===== src/core/bnt_params.svh =====
// Contract
// - four pins decode normal, high-z or tree mode
// - high-z mode releases every signal pin
// - differential receive pairs merge into one input
// - tree one on strap five, last gate AND
// - tree one chains 32 side-B link inputs
// - tree two chains 57 side-A link inputs
// - tree three chains 80 graphics-port inputs
// - tree four chains 11 clock and reset inputs
// - mode pins and reference pins stay outside trees
// - tree mode forces mid-band input compensation
// - tree mode uses older graphics signaling
`ifndef BNT_PARAMS_SVH
`define BNT_PARAMS_SVH

// ****************************************
// register map (byte addresses)
// ****************************************
`define BNT_REG_STATUS 4'h0
`define BNT_REG_COMP 4'h4
`define BNT_REG_CTRL 4'h8

// ****************************************
// fields and reset values
// ****************************************
`define BNT_ST_MODE_LSB 0
`define BNT_ST_TREE_LSB 2
`define BNT_COMP_LINK_LSB 0
`define BNT_COMP_GFX_LSB 4
`define BNT_CTRL_DRIVE_BIT 0
`define BNT_CTRL_NEWSIG_BIT 1
`define BNT_COMP_RST 8'h88
`define BNT_CTRL_RST 2'h3
`define BNT_COMP_MIDBAND 4'h8

// ****************************************
// tree lengths
// ****************************************
`define BNT_T1_LEN 32
`define BNT_T2_LEN 57
`define BNT_T3_LEN 80
`define BNT_T4_LEN 11

`endif


===== src/core/bnt_pkg.sv =====
package bnt_pkg;

    // gray along normal -> high-z -> tree
    typedef enum logic [1:0] {
        BNT_NORMAL = 2'h0,
        BNT_HIZ = 2'h1,
        BNT_TREE = 2'h3
    } bnt_mode_t;

endpackage : bnt_pkg


===== src/core/bnt_mode_if.sv =====
`timescale 1ns/1ps
interface bnt_mode_if;
    logic test_pin;
    logic type_detect;
    logic link_halt_n;
    logic strap_zero;
    bnt_pkg::bnt_mode_t mode;

    modport dec
    (
        input test_pin,
        input type_detect,
        input link_halt_n,
        input strap_zero,
        output mode
    );
    modport user
    (
        output test_pin,
        output type_detect,
        output link_halt_n,
        output strap_zero,
        input mode
    );
endinterface : bnt_mode_if


===== src/core/bnt_mode_dec.sv =====
`timescale 1ns/1ps
module bnt_mode_dec
(
    // clock and reset
    input wire logic clk_i,
    input wire logic nrst_i,
    // mode pins
    bnt_mode_if.dec mif
);

    bnt_pkg::bnt_mode_t mode_ff;
    bnt_pkg::bnt_mode_t nxt_mode;

    // ****************************************
    // mode decode
    // ****************************************
    always_comb
    begin
        nxt_mode = bnt_pkg::BNT_NORMAL;
        if (mif.test_pin && !mif.type_detect && !mif.link_halt_n)
        begin
            nxt_mode = mif.strap_zero ? bnt_pkg::BNT_TREE : bnt_pkg::BNT_HIZ;
        end
    end

    always_ff @(posedge clk_i or negedge nrst_i)
    begin
        if (!nrst_i)
        begin
            mode_ff <= bnt_pkg::BNT_NORMAL;
        end
        else
        begin
            mode_ff <= nxt_mode;
        end
    end

    assign mif.mode = mode_ff;

endmodule : bnt_mode_dec


===== src/core/bnt_top.sv =====
`timescale 1ns/1ps
`include "bnt_params.svh"
module bnt_top
(
    // clock and reset
    input wire logic clk_i,
    input wire logic nrst_i,
    // mode select pins
    input wire logic test_pin_i,
    input wire logic port_type_detect_pin_i,
    input wire logic link_halt_request_pin_n_i,
    input wire logic strap_pin_zero_i,
    // side-B link: rx clock, 8 lines, ctl as pairs; tx legs in chain order
    input wire logic [9:0] rx_b_p_i,
    input wire logic [9:0] rx_b_n_i,
    input wire logic [17:0] tx_b_legs_i,
    input wire logic [2:0] link_comp_pins_i,
    input wire logic link_compensation_pin_three_i,
    // side-A link: rx pairs and tx legs in chain order
    input wire logic [18:0] rx_a_p_i,
    input wire logic [18:0] rx_a_n_i,
    input wire logic [37:0] tx_a_legs_i,
    // graphics port pins and straps in chain order
    input wire logic [79:0] gfx_pins_i,
    // clock, reset and strap pins in chain order
    input wire logic [10:0] sys_pins_i,
    // tree result straps: 0=tree one .. 3=tree four
    output logic tree_one_result_pin_o,
    output logic tree_two_result_pin_o,
    output logic tree_three_result_pin_o,
    output logic tree_four_result_pin_o,
    output logic [3:0] tree_result_oe_o,
    // pin drive control
    output logic sig_pin_oe_o,
    output logic [3:0] link_comp_code_o,
    output logic [3:0] gfx_comp_code_o,
    output logic gfx_new_signaling_o,
    // avalon-mm slave
    input wire logic [3:0] avs_address_i,
    input wire logic avs_read_i,
    input wire logic avs_write_i,
    input wire logic [31:0] avs_writedata_i,
    input wire logic [3:0] avs_byteenable_i,
    output logic [31:0] avs_readdata_o,
    output logic avs_waitrequest_o
);

    // ****************************************
    // mode decoder
    // ****************************************
    bnt_mode_if mif();

    assign mif.test_pin = test_pin_i;
    assign mif.type_detect = port_type_detect_pin_i;
    assign mif.link_halt_n = link_halt_request_pin_n_i;
    assign mif.strap_zero = strap_pin_zero_i;

    bnt_mode_dec u_dec
    (
        .clk_i(clk_i),
        .nrst_i(nrst_i),
        .mif(mif)
    );

    logic in_tree;
    logic in_hiz;

    assign in_tree = (mif.mode == bnt_pkg::BNT_TREE);
    assign in_hiz = (mif.mode == bnt_pkg::BNT_HIZ);

    // ****************************************
    // differential merge
    // ****************************************
    function automatic logic bnt_merge(input logic p, input logic n);
        return p & ~n;
    endfunction : bnt_merge

    logic [9:0] rx_b_se;
    logic [18:0] rx_a_se;

    always_comb
    begin
        for (int i = 0; i < 10; i++)
        begin
            rx_b_se[i] = bnt_merge(rx_b_p_i[i], rx_b_n_i[i]);
        end
        for (int i = 0; i < 19; i++)
        begin
            rx_a_se[i] = bnt_merge(rx_a_p_i[i], rx_a_n_i[i]);
        end
    end

    // ****************************************
    // tree chains
    // ****************************************
    logic [`BNT_T1_LEN-1:0] t1_in;
    logic [`BNT_T2_LEN-1:0] t2_in;
    logic [3:0] tree_res;

    // mode pins, strap zero, reference and calibration pins have no port here
    assign t1_in = {link_compensation_pin_three_i, link_comp_pins_i,
                    tx_b_legs_i, rx_b_se};
    assign t2_in = {tx_a_legs_i, rx_a_se};

    bnt_tree u_tree
    (
        .t1_i(t1_in),
        .t2_i(t2_in),
        .t3_i(gfx_pins_i),
        .t4_i(sys_pins_i),
        .res_o(tree_res)
    );

    // ****************************************
    // register state
    // ****************************************
    logic [7:0] comp_ff;
    logic [7:0] nxt_comp;
    logic [1:0] ctrl_ff;
    logic [1:0] nxt_ctrl;
    logic wait_ff;
    logic nxt_wait;
    logic [31:0] rdata_ff;
    logic [31:0] nxt_rdata;

    logic req;
    logic acc;

    assign req = avs_read_i | avs_write_i;
    assign acc = req & ~wait_ff;

    // ****************************************
    // bus slave
    // ****************************************
    always_comb
    begin
        nxt_wait = ~(req & wait_ff);
        nxt_comp = comp_ff;
        nxt_ctrl = ctrl_ff;
        nxt_rdata = rdata_ff;
        if (avs_read_i && wait_ff)
        begin
            unique case (avs_address_i)
                `BNT_REG_STATUS:
                begin
                    nxt_rdata = 32'h0;
                    nxt_rdata[`BNT_ST_MODE_LSB +: 2] = mif.mode;
                    nxt_rdata[`BNT_ST_TREE_LSB +: 4] = {tree_four_result_pin_o,
                        tree_three_result_pin_o, tree_two_result_pin_o,
                        tree_one_result_pin_o};
                end
                `BNT_REG_COMP:
                begin
                    nxt_rdata = {24'h0, comp_ff};
                end
                `BNT_REG_CTRL:
                begin
                    nxt_rdata = {30'h0, ctrl_ff};
                end
                default:
                begin
                    nxt_rdata = 32'h0;
                end
            endcase
        end
        if (acc && avs_write_i && avs_byteenable_i[0])
        begin
            if (avs_address_i == `BNT_REG_COMP)
            begin
                nxt_comp = avs_writedata_i[7:0];
            end
            if (avs_address_i == `BNT_REG_CTRL)
            begin
                nxt_ctrl = avs_writedata_i[1:0];
            end
        end
    end

    always_ff @(posedge clk_i or negedge nrst_i)
    begin
        if (!nrst_i)
        begin
            wait_ff <= 1'b1;
            comp_ff <= `BNT_COMP_RST;
            ctrl_ff <= `BNT_CTRL_RST;
            rdata_ff <= 32'h0;
        end
        else
        begin
            wait_ff <= nxt_wait;
            comp_ff <= nxt_comp;
            ctrl_ff <= nxt_ctrl;
            rdata_ff <= nxt_rdata;
        end
    end

    assign avs_waitrequest_o = wait_ff;
    assign avs_readdata_o = rdata_ff;

    // ****************************************
    // pin outputs
    // ****************************************
    logic [3:0] res_ff;
    logic [3:0] nxt_res;
    logic [3:0] res_oe_ff;
    logic [3:0] nxt_res_oe;
    logic sig_oe_ff;
    logic nxt_sig_oe;
    logic [3:0] lcomp_ff;
    logic [3:0] nxt_lcomp;
    logic [3:0] gcomp_ff;
    logic [3:0] nxt_gcomp;
    logic newsig_ff;
    logic nxt_newsig;

    always_comb
    begin
        nxt_res = in_tree ? tree_res : 4'h0;
        nxt_res_oe = in_tree ? 4'hf : 4'h0;
        nxt_sig_oe = ctrl_ff[`BNT_CTRL_DRIVE_BIT] & ~in_hiz & ~in_tree;
        nxt_lcomp = comp_ff[`BNT_COMP_LINK_LSB +: 4];
        nxt_gcomp = comp_ff[`BNT_COMP_GFX_LSB +: 4];
        nxt_newsig = ctrl_ff[`BNT_CTRL_NEWSIG_BIT];
        if (in_tree)
        begin
            nxt_lcomp = `BNT_COMP_MIDBAND;
            nxt_gcomp = `BNT_COMP_MIDBAND;
            nxt_newsig = 1'b0;
        end
    end

    always_ff @(posedge clk_i or negedge nrst_i)
    begin
        if (!nrst_i)
        begin
            res_ff <= 4'h0;
            res_oe_ff <= 4'h0;
            sig_oe_ff <= 1'b0;
            lcomp_ff <= `BNT_COMP_MIDBAND;
            gcomp_ff <= `BNT_COMP_MIDBAND;
            newsig_ff <= 1'b0;
        end
        else
        begin
            res_ff <= nxt_res;
            res_oe_ff <= nxt_res_oe;
            sig_oe_ff <= nxt_sig_oe;
            lcomp_ff <= nxt_lcomp;
            gcomp_ff <= nxt_gcomp;
            newsig_ff <= nxt_newsig;
        end
    end

    assign tree_one_result_pin_o = res_ff[0];
    assign tree_two_result_pin_o = res_ff[1];
    assign tree_three_result_pin_o = res_ff[2];
    assign tree_four_result_pin_o = res_ff[3];
    assign tree_result_oe_o = res_oe_ff;
    assign sig_pin_oe_o = sig_oe_ff;
    assign link_comp_code_o = lcomp_ff;
    assign gfx_comp_code_o = gcomp_ff;
    assign gfx_new_signaling_o = newsig_ff;

endmodule : bnt_top


===== src/core/bnt_tree.sv =====
`timescale 1ns/1ps
`include "bnt_params.svh"
module bnt_tree
(
    // merged chain inputs, bit 0 is chain position one
    input wire logic [`BNT_T1_LEN-1:0] t1_i,
    input wire logic [`BNT_T2_LEN-1:0] t2_i,
    input wire logic [`BNT_T3_LEN-1:0] t3_i,
    input wire logic [`BNT_T4_LEN-1:0] t4_i,
    // tree results
    output logic [3:0] res_o
);

    // ****************************************
    // chain of gates, first gate tied high
    // ****************************************
    function automatic logic bnt_chain(input logic [79:0] v, input int unsigned n,
                                       input logic last_and);
        logic s;
        s = 1'b1;
        for (int unsigned i = 0; i < 80; i++)
        begin
            if (i < n)
            begin
                if (last_and && (i == n - 1))
                begin
                    s = s & v[i];
                end
                else
                begin
                    s = ~(s & v[i]);
                end
            end
        end
        return s;
    endfunction : bnt_chain

    always_comb
    begin
        res_o[0] = bnt_chain({48'h0, t1_i}, `BNT_T1_LEN, 1'b1);
        res_o[1] = bnt_chain({23'h0, t2_i}, `BNT_T2_LEN, 1'b0);
        res_o[2] = bnt_chain(t3_i, `BNT_T3_LEN, 1'b0);
        res_o[3] = bnt_chain({69'h0, t4_i}, `BNT_T4_LEN, 1'b0);
    end

endmodule : bnt_tree

===== config.mk =====
export PLATFORM = sky130hd
export DESIGN_NAME = bnt_top
export DESIGN_NICKNAME = d
export VERILOG_FILES = /design/src/core/bnt_pkg.sv /design/src/core/bnt_mode_if.sv /design/src/core/bnt_mode_dec.sv /design/src/core/bnt_top.sv /design/src/core/bnt_tree.sv
export VERILOG_INCLUDE_DIRS = /design/src /design/src/core
export SDC_FILE = /design/constraint.sdc
export NUM_CORES = 1
export LEC_CHECK = 0
export ABC_AREA = 1
export ABC_CLOCK_PERIOD_IN_PS = 1600
export BUFFER_PORTS_ARGS = -buffer_cell sky130_fd_sc_hd__buf_2
export CORE_AREA = 3 3 119 121
export CTS_CLUSTER_SIZE = 28
export DETAILED_ROUTE_END_ITERATION = 8
export DIE_AREA = 0 0 122 124
export GPL_ROUTABILITY_DRIVEN = 0
export GPL_TIMING_DRIVEN = 0
export PLACE_DENSITY = 0.56
export SETUP_SLACK_MARGIN = 0.1
export SKIP_CTS_REPAIR_TIMING = 1
export SLEW_MARGIN = 40
export SYNTH_ARGS = -nofsm -noshare
export SYNTH_HDL_FRONTEND = slang
export SYNTH_SLANG_ARGS = --single-unit

===== constraint.sdc =====
create_clock -name clk_i -period 1.6 [get_ports clk_i]
set_clock_uncertainty 0.1 [all_clocks]
set_input_delay 0.32 -clock clk_i [delete_from_list [all_inputs] [get_ports clk_i]]
set_output_delay 0.32 -clock clk_i [all_outputs]
set_load 0.1 [all_outputs]

Word-level counts from Yosys, hierarchy flattened
Cells that the tools add are included.
{"block": "op_classes", "n_eq_ne": 4, "n_bitwise": 422, "n_mux": 8, "reduce_logical": 10}
{"op": "$not A1 Y1", "n": 212}
{"op": "$and A1 B1 Y1", "n": 209}
{"op": "$pmux W8 S3", "n": 1}
{"op": "$mux W4", "n": 4}
{"op": "$logic_and A1 B1 Y1", "n": 5}
{"op": "$eq A4 B3 Y1 const B", "n": 1}
{"op": "$eq A4 B4 Y1 const B", "n": 1}
{"op": "$logic_not A4 Y1", "n": 1}
{"op": "$mux W2", "n": 2}
{"op": "$reduce_and A2 Y1", "n": 2}
{"op": "$eq A2 B1 Y1 const B", "n": 1}
{"op": "$eq A2 B2 Y1 const B", "n": 1}
{"op": "$logic_not A1 Y1", "n": 2}
{"op": "$mux W1", "n": 1}
{"op": "$or A1 B1 Y1", "n": 1}
{"block": "word_totals", "wordCells": 455, "inputBits": 257, "out_inout_bits": 51, "ff_bits": 63}

Depth between registers and ports, before layout
Gate-level depths: netlist (run 1).
{"block": "depth", "ltp_word": 160, "mapped_depth": 80}

By module
From an unflattened synthesis (run 1), not the netlist that was laid out.
{"block": "unflattened", "hier_cells": 410, "area_unflattened_um2": 2551.2}
{"mod": "bnt_top", "area_each_um2": 1798.0, "n_inst": 1, "seq_area_each_um2": 859.6, "cells_per_inst": 229}
{"mod": "bnt_tree", "area_each_um2": 671.9, "n_inst": 1, "seq_area_each_um2": 0.0, "cells_per_inst": 173}
{"mod": "bnt_mode_dec", "area_each_um2": 81.3, "n_inst": 1, "seq_area_each_um2": 50.0, "cells_per_inst": 8}

Worst setup path before layout (run 1)
Ideal clock, no wire load.
{"block": "synth_path", "path_kind": "input to register", "from": "input port gfx_pins_i[0]", "to": "register res_ff[2]", "t_arrival_ps": 3652, "cell_stages": 80, "slack_ps": -2275, "t_required_ps": 1377, "path_buffers": 0, "path_cell_list": "inv_1 -> nand2_1 -> nand2_1 -> nand2_1 -> nand2_1 -> nand2_1 -> nand2_1 -> nand2_1 -> nand2_1 -> nand2_1 -> nand2_1 -> nand2_1 -> nand2_1 -> nand2_1 -> nand2_1 -> nand2_1 -> nand2_1 -> nand2_1 -> [... 44 more ...] -> nand2_1 -> nand2_1 -> nand2_1 -> nand2_1 -> nand2_1 -> nand2_1 -> nand2_1 -> nand2_1 -> nand2_1 -> nand2_1 -> nand2_1 -> nand2_1 -> nand2_1 -> nand2_1 -> nand2_1 -> nand2_1 -> nand2_1 -> a21oi_2"}
{"block": "synth_between", "elab_chain_len": 160}
{"item": "from (decl)", "line": "bnt_top.sv:24", "source": "input wire logic [79:0] gfx_pins_i,"}
{"item": "$not A1 Y1", "line": "bnt_tree.sv:31", "source": "s = ~(s & v[i]);"}
{"item": "$and A1 B1 Y1", "line": "bnt_tree.sv:31"}
{"item": "$not A1 Y1", "line": "bnt_tree.sv:31"}
{"item": "$and A1 B1 Y1", "line": "bnt_tree.sv:31"}
{"item": "$not A1 Y1", "line": "bnt_tree.sv:31"}
{"item": "$and A1 B1 Y1", "line": "bnt_tree.sv:31"}
{"item": "$not A1 Y1", "line": "bnt_tree.sv:31"}
{"item": "$and A1 B1 Y1", "line": "bnt_tree.sv:31"}
{"item": "[... 145 more ...]"}
{"item": "$and A1 B1 Y1", "line": "bnt_tree.sv:31"}
{"item": "$not A1 Y1", "line": "bnt_tree.sv:31"}
{"item": "$and A1 B1 Y1", "line": "bnt_tree.sv:31"}
{"item": "$not A1 Y1", "line": "bnt_tree.sv:31"}
{"item": "$and A1 B1 Y1", "line": "bnt_tree.sv:31"}
{"item": "$not A1 Y1", "line": "bnt_tree.sv:31"}
{"item": "$mux W4", "line": "bnt_top.sv:218", "source": "nxt_res = in_tree ? tree_res : 4'h0;"}
{"item": "named net nxt_res[2]", "line": "bnt_top.sv:204", "source": "logic [3:0] nxt_res;"}
{"item": "to (signal assigned)", "line": "bnt_top.sv:245", "source": "res_ff <= nxt_res;"}
{"item": "to (decl)", "line": "bnt_top.sv:203", "source": "logic [3:0] res_ff;"}
The timed path passes the listed nets, and every way through them passes these cells.
A chain may end at the register's enable or synchronous reset.

Worst setup path after layout (run 1)
{"block": "layout_path", "from": "input port rx_a_p_i[0]", "to": "register res_ff[1]"}
{"block": "layout_between", "elab_chain_len": 115}
{"item": "from (decl)", "line": "bnt_top.sv:20", "source": "input wire logic [18:0] rx_a_p_i,"}
{"item": "$and A1 B1 Y1", "line": "bnt_top.sv:75", "source": "return p & ~n;"}
{"item": "$not A1 Y1", "line": "bnt_tree.sv:31"}
{"item": "$and A1 B1 Y1", "line": "bnt_tree.sv:31"}
{"item": "$not A1 Y1", "line": "bnt_tree.sv:31"}
{"item": "$and A1 B1 Y1", "line": "bnt_tree.sv:31"}
{"item": "$not A1 Y1", "line": "bnt_tree.sv:31"}
{"item": "$and A1 B1 Y1", "line": "bnt_tree.sv:31"}
{"item": "$not A1 Y1", "line": "bnt_tree.sv:31"}
{"item": "[... 100 more ...]"}
{"item": "$and A1 B1 Y1", "line": "bnt_tree.sv:31"}
{"item": "$not A1 Y1", "line": "bnt_tree.sv:31"}
{"item": "$and A1 B1 Y1", "line": "bnt_tree.sv:31"}
{"item": "$not A1 Y1", "line": "bnt_tree.sv:31"}
{"item": "$and A1 B1 Y1", "line": "bnt_tree.sv:31"}
{"item": "$not A1 Y1", "line": "bnt_tree.sv:31"}
{"item": "$mux W4", "line": "bnt_top.sv:218"}
{"item": "named net nxt_res[1]", "line": "bnt_top.sv:204"}
The timed path passes the listed nets, and every way through them passes these cells.

==> impl_metrics.json, run 1 <==
{
  "rr_startpoint": "u_dec.mif.mode[0]$_DFF_PN0_",
  "numCtsBuffers": 5,
  "design_area_um2": 4212,
  "grt_overflow": 0,
  "endpoint_kind": "register",
  "synth_top_area_share": 0.3137,
  "ir_drop_mv": 0.3530,
  "path_delay_family": "simple AND/OR/NAND/NOR gates",
  "drcViolationCount": 0,
  "maxSlewViolCount": 0,
  "cts_buffer_depth": 2,
  "drtIter0Drc": 107,
  "p_total_mw": 3.313,
  "grt_pass1_wl_mm": 13.66,
  "path_buf_inv": 2,
  "reg2reg_setup_slack_ns": 0.01,
  "regArea_um2": 914.6,
  "yosysMostFrequentCell": "nand2_1",
  "pwr_density_cell_nw_per_um2": 786.5,
  "die_area_um2": 15130,
  "place_area_um2": 3915,
  "crit_slowest_cell": "o211ai_1",
  "ys_warn_count": 0,
  "crit_path_frequent_cell": "nand2_1",
  "viasPerCell": 3.729,
  "num-nets-final": 883,
  "cp-start-kind": "primary input",
  "synth_cell_types": 23,
  "grt_pass1_vias": 2902,
  "finalCriticalPeriod_ns": 4.192,
  "firstDrtPassIters": 4,
  "hp-start": "link_halt_request_pin_n_i",
  "setup_ws_ns": -2.592,
  "finalSetupViolCount": 3,
  "postSynth.asyncResetShare": 1.000,
  "holdWs_ns": 0.1047,
  "synthTopCellsByCount": "nand2_1, dfrtp_1, buf_4",
  "cp.required_ns": 1.65,
  "synthesis.area_um2": 2313,
  "die_w_um": 122,
  "vias": 2998,
  "synth-seq-cells": 36,
  "die_h_um": 124,
  "grt_usage": 0.1158,
  "clock_latency_ns": 0.27,
  "syn_inst": 339,
  "fmaxAchievable_ghz": 0.2385,
  "rsz0062_at_grt": "true",
  "cap_viol_max_count": 0,
  "port_buffers": 256,
  "cp_slowest_stage_delay_ns": 0.21,
  "start_util": 0.1754,
  "wire_per_inst_um": 11.67,
  "yosysTopAreaCell": "dfrtp_1",
  "crit_type": "primary input to register",
  "area_growth_pct": 82.04,
  "fin_crit_sh": 2.620,
  "wirelength_mm": 9.386,
  "pre_cts_slack_ns": -3.157,
  "synthTopCellsByArea": "dfrtp_1, nand2_1, buf_4",
  "core_um2": 13190,
  "placementRows": 42,
  "worstPathMaxFanout": 1,
  "synthFlopType": "dfrtp_1",
  "final_hold_viol_count": 0,
  "drive_above_1_share": 0.5104,
  "p_leak_nw": 2.484,
  "antenna_found_initial": 1,
  "violations": "negative setup slack",
  "cts_sinks": 36,
  "crit_arrival_ns": 4.24,
  "detail-route-antenna-nets": 0,
  "multi_input_area_um2": 1246,
  "grt_max_degree": 37,
  "ys_seq_area_frac": 0.3932,
  "worstSetupStartpoint": "rx_a_p_i[0]",
  "status": "complete, but fails checks",
  "path_clk_slew_ns": 0.05,
  "postSynthAreaPerCell_um2": 6.824,
  "boundaryPins": 308,
  "cts_root_buf": "clkbuf_16",
  "hold_class": "primary input to register",
  "h-tree-depth": 2,
  "hpwl_mm": 8.389,
  "synth-edff-count": 0,
  "fillerInstances": 1454,
  "cts_tree": "yes"
}
## per-stage QoR
step                TNS (ns)    util  instances
floorplan             -4.801       -        362
global placement      -9.313  0.2968        794
detailed placement    -9.417  0.2968        794
CTS                   -6.842  0.3082        802
global route          -7.921  0.3193        804
finish                -5.919  0.3193        804
## power by group
part           internal, mW  switching (mW)
Clock                 0.619           0.342
Combinational         0.410           0.888
Sequential             1.01          0.0397
Total                  2.04            1.27
## routing by layer
metal	GRT usage	wire length, µm	vias to the layer above
li1	-	-	1584
met5	0	0	-
met1	0.1491	3905	1235
met3	0.01771	787	12
met4	0.03782	210	0
met2	0.1989	4482	167
## layout make-up
cell class	count	area share
diodes	1	0.0005942
plain buffers	29	0.05169
clock buffers	7	0.03387
clock inverters	1	0.001783
inverters	23	0.02050
multi-input cells	274	0.2959
flip-flops and latches	36	0.2172
well taps	176	0.05229
repair buffers	257	0.3262
## placed cells by master, fill, tap and decap left out, types with 2 or more instances in the layout
cell type	count
buf_2	234
nand2_1	161
buf_4	31
dfrtp_1	28
nand3b_1	24
conb_1	24
inv_1	20
nor2_1	16
o21ai_0	14
clkbuf_4	13
nand2_2	10
a21oi_1	8
dfstp_2	6
buf_6	5
clkbuf_16	5
a21oi_2	2
o211ai_1	2
inv_2	2
nor3_2	2
clkbuf_1	2
## worst paths after layout
kind                                                     end  cells after the start
worst max-delay path                     res_ff[1]$_DFF_PN0_                     58
worst min-delay path             u_dec.mif.mode[0]$_DFF_PN0_                      2
worst max register to register  gfx_comp_code_o[3]$_DFF_PN1_                      3
worst min register to register        sig_pin_oe_o$_DFF_PN0_                      1
max in group asynchronous             ctrl_ff[0]$_DFFE_PN1P_                      2
min in group asynchronous       gfx_comp_code_o[2]$_DFF_PN0_                      2
## registers in the layout, summed over array words and instances (netlist names)
register	cells
ctrl_ff	2
avs_readdata_o	8
avs_waitrequest_o	1
tree_result_oe_o	1
sig_pin_oe_o	1
link_comp_code_o	4
gfx_comp_code_o	4
u_dec.mif.mode	2
gfx_new_signaling_o	1
res_ff	4
comp_ff	8
## kinds of logic after synthesis
| logic type | share of synthesized area |
|---|---|
| simple gates | 0.3997 |
| buf+inv | 0.1282 |
| flops | 0.3932 |
| compound gates | 0.07247 |
| mux | 0.004867 |
| other cells | 0.001621 |
No activity file was read; power rests on OpenSTA's default activity.
==> run 2, diff against run 1 <==
--- a/config.mk
+++ b/config.mk
@@ -6,7 +6,6 @@
 export SDC_FILE = /design/constraint.sdc
 export NUM_CORES = 1
 export LEC_CHECK = 0
-export ABC_AREA = 1
 export ABC_CLOCK_PERIOD_IN_PS = 1600
 export BUFFER_PORTS_ARGS = -buffer_cell sky130_fd_sc_hd__buf_2
 export CORE_AREA = 3 3 119 121
@@ -15,7 +14,7 @@
 export DIE_AREA = 0 0 122 124
 export GPL_ROUTABILITY_DRIVEN = 0
 export GPL_TIMING_DRIVEN = 0
-export PLACE_DENSITY = 0.56
+export PLACE_DENSITY = 0.58
 export SETUP_SLACK_MARGIN = 0.1
 export SKIP_CTS_REPAIR_TIMING = 1
 export SLEW_MARGIN = 40
==> run 2 against run 1 <==
  * The flow still finishes with violations (negative setup slack)
  * Highest routed layer unchanged
  * Design area increased by 6.3%
  * Worst setup slack improved by 2.5 ns
  * Flip-flop and latch count unchanged
  * Sequential power about the same
  * Final cell count decreased by 4.6%
  * Combinational power decreased by 3%
  * Non-clock buffer count increased by 3
  * Sequential share of layout area decreased by 1.3 points
  * Synthesized cell count decreased by 11%
  * Critical path type is now register to register
==> impl_metrics.json, run 2 <==
{
  "status": "complete, but fails checks",
  "violations": "negative setup slack",
  "grt_usage": 0.1189,
  "path_delay_family": "simple AND/OR/NAND/NOR gates",
  "h-tree-depth": 2,
  "synthTopCellsByArea": "dfrtp_1, buf_4, dfstp_2",
  "grt_overflow": 0,
  "wire_per_inst_um": 13.16,
  "synth-edff-count": 0,
  "core_um2": 13190,
  "start_util": 0.1930,
  "worstSetupStartpoint": "avs_waitrequest_o$_DFF_PN1_",
  "antenna_found_initial": 0,
  "final_hold_viol_count": 0,
  "endpoint_kind": "register",
  "die_area_um2": 15130,
  "worstPathMaxFanout": 3,
  "synth_cell_types": 51,
  "maxSlewViolCount": 0,
  "final-instance-count-excl-fill": 767,
  "placementRows": 42,
  "met3_usage": 0.01726,
  "num_antenna_cells": 0,
  "cts_tree": "yes",
  "placed_cells": 755,
  "firstDrtPassIters": 4,
  "boundaryPins": 308,
  "synthFlopType": "dfrtp_1",
  "num-nets-final": 847,
  "finalCriticalPeriod_ns": 1.681,
  "fmaxAchievable_ghz": 0.5949,
  "hp-start": "link_halt_request_pin_n_i",
  "multi_input_area_um2": 1446,
  "postSynthAreaPerCell_um2": 8.459,
  "cap_viol_max_count": 0,
  "relSlewSlack": 0.6665,
  "grt_pass1_vias": 3077,
  "synthTopCellsByCount": "o21ai_0, inv_1, dfrtp_1",
  "cts_sinks": 36,
  "wirelength_mm": 10.09,
  "crit_slowest_cell": "or4b_4",
  "critical_path_depth": 3,
  "regArea_um2": 914.6,
  "drtIter0Drc": 81,
  "worstRegToRegCells": 3,
  "crit_arrival_ns": 1.78,
  "grt_pass1_wl_mm": 14.37,
  "drcViolationCount": 0,
  "syn_inst": 301,
  "setup_ws_ns": -0.08083,
  "pwr_density_cell_nw_per_um2": 759.5,
  "holdWs_ns": 0.09938,
  "hold_class": "primary input to register",
  "cts_buffer_depth": 2,
  "final_common_cell": "buf_2",
  "rr_startpoint": "avs_waitrequest_o$_DFF_PN1_",
  "postSynth.asyncResetShare": 1.000,
  "cp-start-kind": "register",
  "hpwl_mm": 8.887,
  "met1_usage": 0.1477,
  "path_clk_slew_ns": 0.06,
  "ys_seq_area_frac": 0.3572,
  "tightest_slew_ns": 0.5003,
  "die_h_um": 124,
  "die_w_um": 122,
  "drive_above_1_share": 0.5499,
  "cp_slowest_stage_delay_ns": 0.52,
  "crit_type": "register to register",
  "area_growth_pct": 75.82,
  "min_path_cells": 2,
  "cts_root_buf": "clkbuf_16",
  "port_buffers": 255,
  "ir_drop_mv": 0.3444,
  "yosysMostFrequentCell": "o21ai_0",
  "fillerInstances": 1403,
  "reg2reg_setup_slack_ns": -0.08,
  "numCtsBuffers": 5,
  "detail-route-antenna-nets": 0,
  "cp.required_ns": 1.70,
  "grt_max_degree": 37,
  "viasPerCell": 4.037,
  "setup_tns_ns": -0.1615,
  "clock_latency_ns": 0.28,
  "final_util": 0.3394,
  "grt_busiest_layer": "met2",
  "path_buf_inv": 0,
  "finalSetupViolCount": 4,
  "final_cell_mix": "buf_2, o21ai_0, inv_1, buf_4, dfrtp_1",
  "p_total_mw": 3.400,
  "p_leak_nw": 2.431,
  "vias": 3096,
  "fin_crit_sh": 1.051,
  "yosysTopAreaCell": "dfrtp_1",
  "worstPathCellList": "nand3b_1 -> or4b_4 -> mux2_4",
  "synthesis.area_um2": 2546,
  "met2_usage": 0.2141,
  "ys_warn_count": 0,
  "synth-seq-cells": 36,
  "synth_top_area_share": 0.2850,
  "rsz0062_at_grt": "true"
}
## run 2: changes by cell type in the layout (fill, tap and decap cells not counted), moves of 6 or more
cell      change
and2_1        +7
inv_1        +12
mux2_4        +9
mux2i_1       +6
nand2_1     -139
nand2_2       -9
nand2b_1     +13
nand3_1      +11
nand3b_1     -18
nand4_1      +12
nor2_1       -12
nor2b_1       +7
o21ai_0      +21
## run 2: where the power goes
part	switching (mW)	internal, mW
combinational	0.829	0.429
sequential	0.0410	1.01
clock	0.359	0.732
total	1.23	2.17
## run 2: cells by family (layout without fill, tap and decap cells)
logic type / count (synthesis) / count (layout) / share of synthesized area
AND/OR/NAND/NOR: 101 / 101 / 0.2329
AO/OA/AOI/OAI: 83 / 83 / 0.2034
buffers and inverters: 64 / 331 / 0.1371
flip-flops: 36 / 36 / 0.3573
multiplexers: 16 / 16 / 0.06781
other: 1 / 24 / 0.001473
## run 2: final timing paths
path / to
setup / recovery: ctrl_ff[0]$_DFFE_PN1P_
hold / removal: u_dec.mif.mode[0]$_DFF_PN0_
setup reg to reg: ctrl_ff[0]$_DFFE_PN1P_
hold reg to reg: avs_readdata_o[7]$_DFFE_PN0P_
max in group asynchronous: tree_result_oe_o[2]$_DFF_PN0_
min in group asynchronous: gfx_comp_code_o[0]$_DFF_PN0_
## run 2: per-stage QoR
step	worst slack (ns)	area [µm²]
after floorplan	-0.1698	2643
after global placement	-0.2420	4139
after detailed placement	-0.2423	4139
after CTS	-0.1526	4303
after global routing	-0.1017	4477
final	-0.08083	4477
## run 2: cell type report
type,instances,share of cell area
buffer,30,0.04975
clock buffer,6,0.02879
clock inverter,2,0.007826
inverter,34,0.02907
multi-input combinational,224,0.3231
sequential,36,0.2043
tap,176,0.04919
timing repair buffer,259,0.3080
## run 2: per-layer routing
metal / share of wire / wire length, µm
met1: 0.41 / 4154
met2: 0.51 / 5141
met3: 0.068 / 691
met4: 0.010 / 105
met5: 0 / 0
==> run 3, diff against run 2 <==
--- a/config.mk
+++ b/config.mk
@@ -8,10 +8,10 @@
 export LEC_CHECK = 0
 export ABC_CLOCK_PERIOD_IN_PS = 1600
 export BUFFER_PORTS_ARGS = -buffer_cell sky130_fd_sc_hd__buf_2
-export CORE_AREA = 3 3 119 121
+export CORE_AREA = 2 2 118 120
 export CTS_CLUSTER_SIZE = 28
 export DETAILED_ROUTE_END_ITERATION = 8
-export DIE_AREA = 0 0 122 124
+export DIE_AREA = 0 0 120 122
 export GPL_ROUTABILITY_DRIVEN = 0
 export GPL_TIMING_DRIVEN = 0
 export PLACE_DENSITY = 0.58
==> run 3 against run 2 <==
  * Critical path depth is the same
  * Register-to-register slack gained 0.03 ns
  * Sequential power is essentially flat
  * The run still ends with negative setup slack left
  * Critical endpoint unchanged
  * Die area shrank 3.2%
  * Via count grew 1.4%
  * Power shrank 3.7%
  * Highest routed layer unchanged
  * Flip-flop and latch count is the same
  * Utilization shrank 0.71 points
==> impl_metrics.json, run 3 (synthesized netlist as in run 2, its figures left out) <==
{
  "crit_type": "register to register",
  "p_leak_nw": 2.450,
  "cp.required_ns": 1.70,
  "core_um2": 13500,
  "die_area_um2": 14640,
  "final_common_cell": "buf_2",
  "final-instance-count-excl-fill": 773,
  "design_area_um2": 4488,
  "place_area_um2": 4144,
  "finalCriticalPeriod_ns": 1.654,
  "grt_usage": 0.1178,
  "numCtsBuffers": 5,
  "viasPerCell": 4.061,
  "port_buffers": 255,
  "drtIter0Drc": 119,
  "boundaryPins": 308,
  "ir_drop_mv": 0.3290,
  "start_util": 0.1885,
  "num_antenna_cells": 0,
  "cp-start-kind": "register",
  "placementRows": 43,
  "h-tree-depth": 2,
  "cts_sinks": 36,
  "endpoint_kind": "register",
  "clock_latency_ns": 0.27,
  "fillerInstances": 1465,
  "fmaxAchievable_ghz": 0.6045,
  "final_hold_viol_count": 0,
  "grt_overflow": 0,
  "holdWs_ns": 0.1178,
  "crit_arrival_ns": 1.75,
  "drive_above_1_share": 0.5531,
  "cts_buffer_depth": 2,
  "placed_cells": 759,
  "cap_viol_max_count": 0,
  "num-nets-final": 849,
  "grt_pass1_vias": 3006,
  "hold_class": "primary input to register",
  "detail-route-antenna-nets": 0,
  "wire_per_inst_um": 12.33,
  "area_growth_pct": 76.27,
  "cts_tree": "yes",
  "violations": "negative setup slack",
  "firstDrtPassIters": 4,
  "vias": 3139,
  "path_clk_slew_ns": 0.05,
  "die_w_um": 120,
  "drcViolationCount": 0,
  "worstPathMaxFanout": 4,
  "setup_ws_ns": -0.05434,
  "status": "complete, but fails checks",
  "fin_crit_sh": 1.034,
  "pwr_density_cell_nw_per_um2": 729.6,
  "grt_pass1_wl_mm": 13.86,
  "pre_cts_slack_ns": -0.2417,
  "grt_max_degree": 37,
  "finalSetupViolCount": 2,
  "final_cell_mix": "buf_2, o21ai_0, buf_4, inv_1, dfrtp_1",
  "wirelength_mm": 9.529,
  "cts_root_buf": "clkbuf_16",
  "rsz0062_at_grt": "true",
  "hpwl_mm": 8.394,
  "antenna_found_initial": 0,
  "maxSlewViolCount": 0,
  "die_h_um": 122
}
-- run 3: area by class of cell --
type                    count  area, µm²  share of cell area
clock inverters             2      10.01            0.002230
inverters                  34      130.1             0.02899
well taps                 180      225.2             0.05018
repair buffers            261       1393              0.3103
plain buffers              30      224.0             0.04990
flip-flops and latches     36      914.6              0.2038
multi-input cells         224       1453              0.3237
clock buffers               6      138.9             0.03095
-- run 3: through the flow --
step | power, mW | setup TNS, ns | utilization
finish | 3.274 | -0.08366 | 0.3323
global route | 3.437 | -0.3026 | 0.3323
CTS | 3.244 | -1.278 | 0.3179
detailed placement | 2.270 | -2.360 | 0.3069
global placement | 2.261 | -2.488 | 0.3069
floorplan | 1.864 | -0.6608 | -
-- run 3: worst paths after layout --
kind	startpoint	to	slack [ns]	cells past startpoint
max	avs_waitrequest_o$_DFF_PN1_	ctrl_ff[0]$_DFFE_PN1P_	-0.05	3
min	avs_write_i	avs_waitrequest_o$_DFF_PN1_	0.12	2
max reg2reg	avs_waitrequest_o$_DFF_PN1_	ctrl_ff[0]$_DFFE_PN1P_	-0.05	3
min reg2reg	avs_readdata_o[6]$_DFFE_PN0P_	avs_readdata_o[6]$_DFFE_PN0P_	0.38	2
max in group asynchronous	nrst_i	link_comp_code_o[3]$_DFF_PN1_	0.61	2
min in group asynchronous	nrst_i	gfx_new_signaling_o$_DFF_PN0_	0.43	2
-- run 3: critical path, cell delays in order, from the launching register on --
cell and delay, ns:
dfstp_4 0.47, nand3b_1 0.18, or4b_4 0.52, mux2_4 0.31
-- run 3: metal layers --
metal	global-route usage	up-vias	routed length (µm)
met1	0.1482	1373	3915
met5	0	-	0
met4	0.02279	0	59
li1	-	1607	-
met3	0.02107	7	669
met2	0.2113	152	4885
-- run 3: power by group --
group / leakage (nW) / total, mW / switching, mW / internal (mW)
combinational: 1.91 / 1.27 / 0.829 / 0.439
sequential: 0.467 / 1.05 / 0.0413 / 1.01
clock: 0.0766 / 0.954 / 0.342 / 0.612
total: 2.45 / 3.27 / 1.21 / 2.06
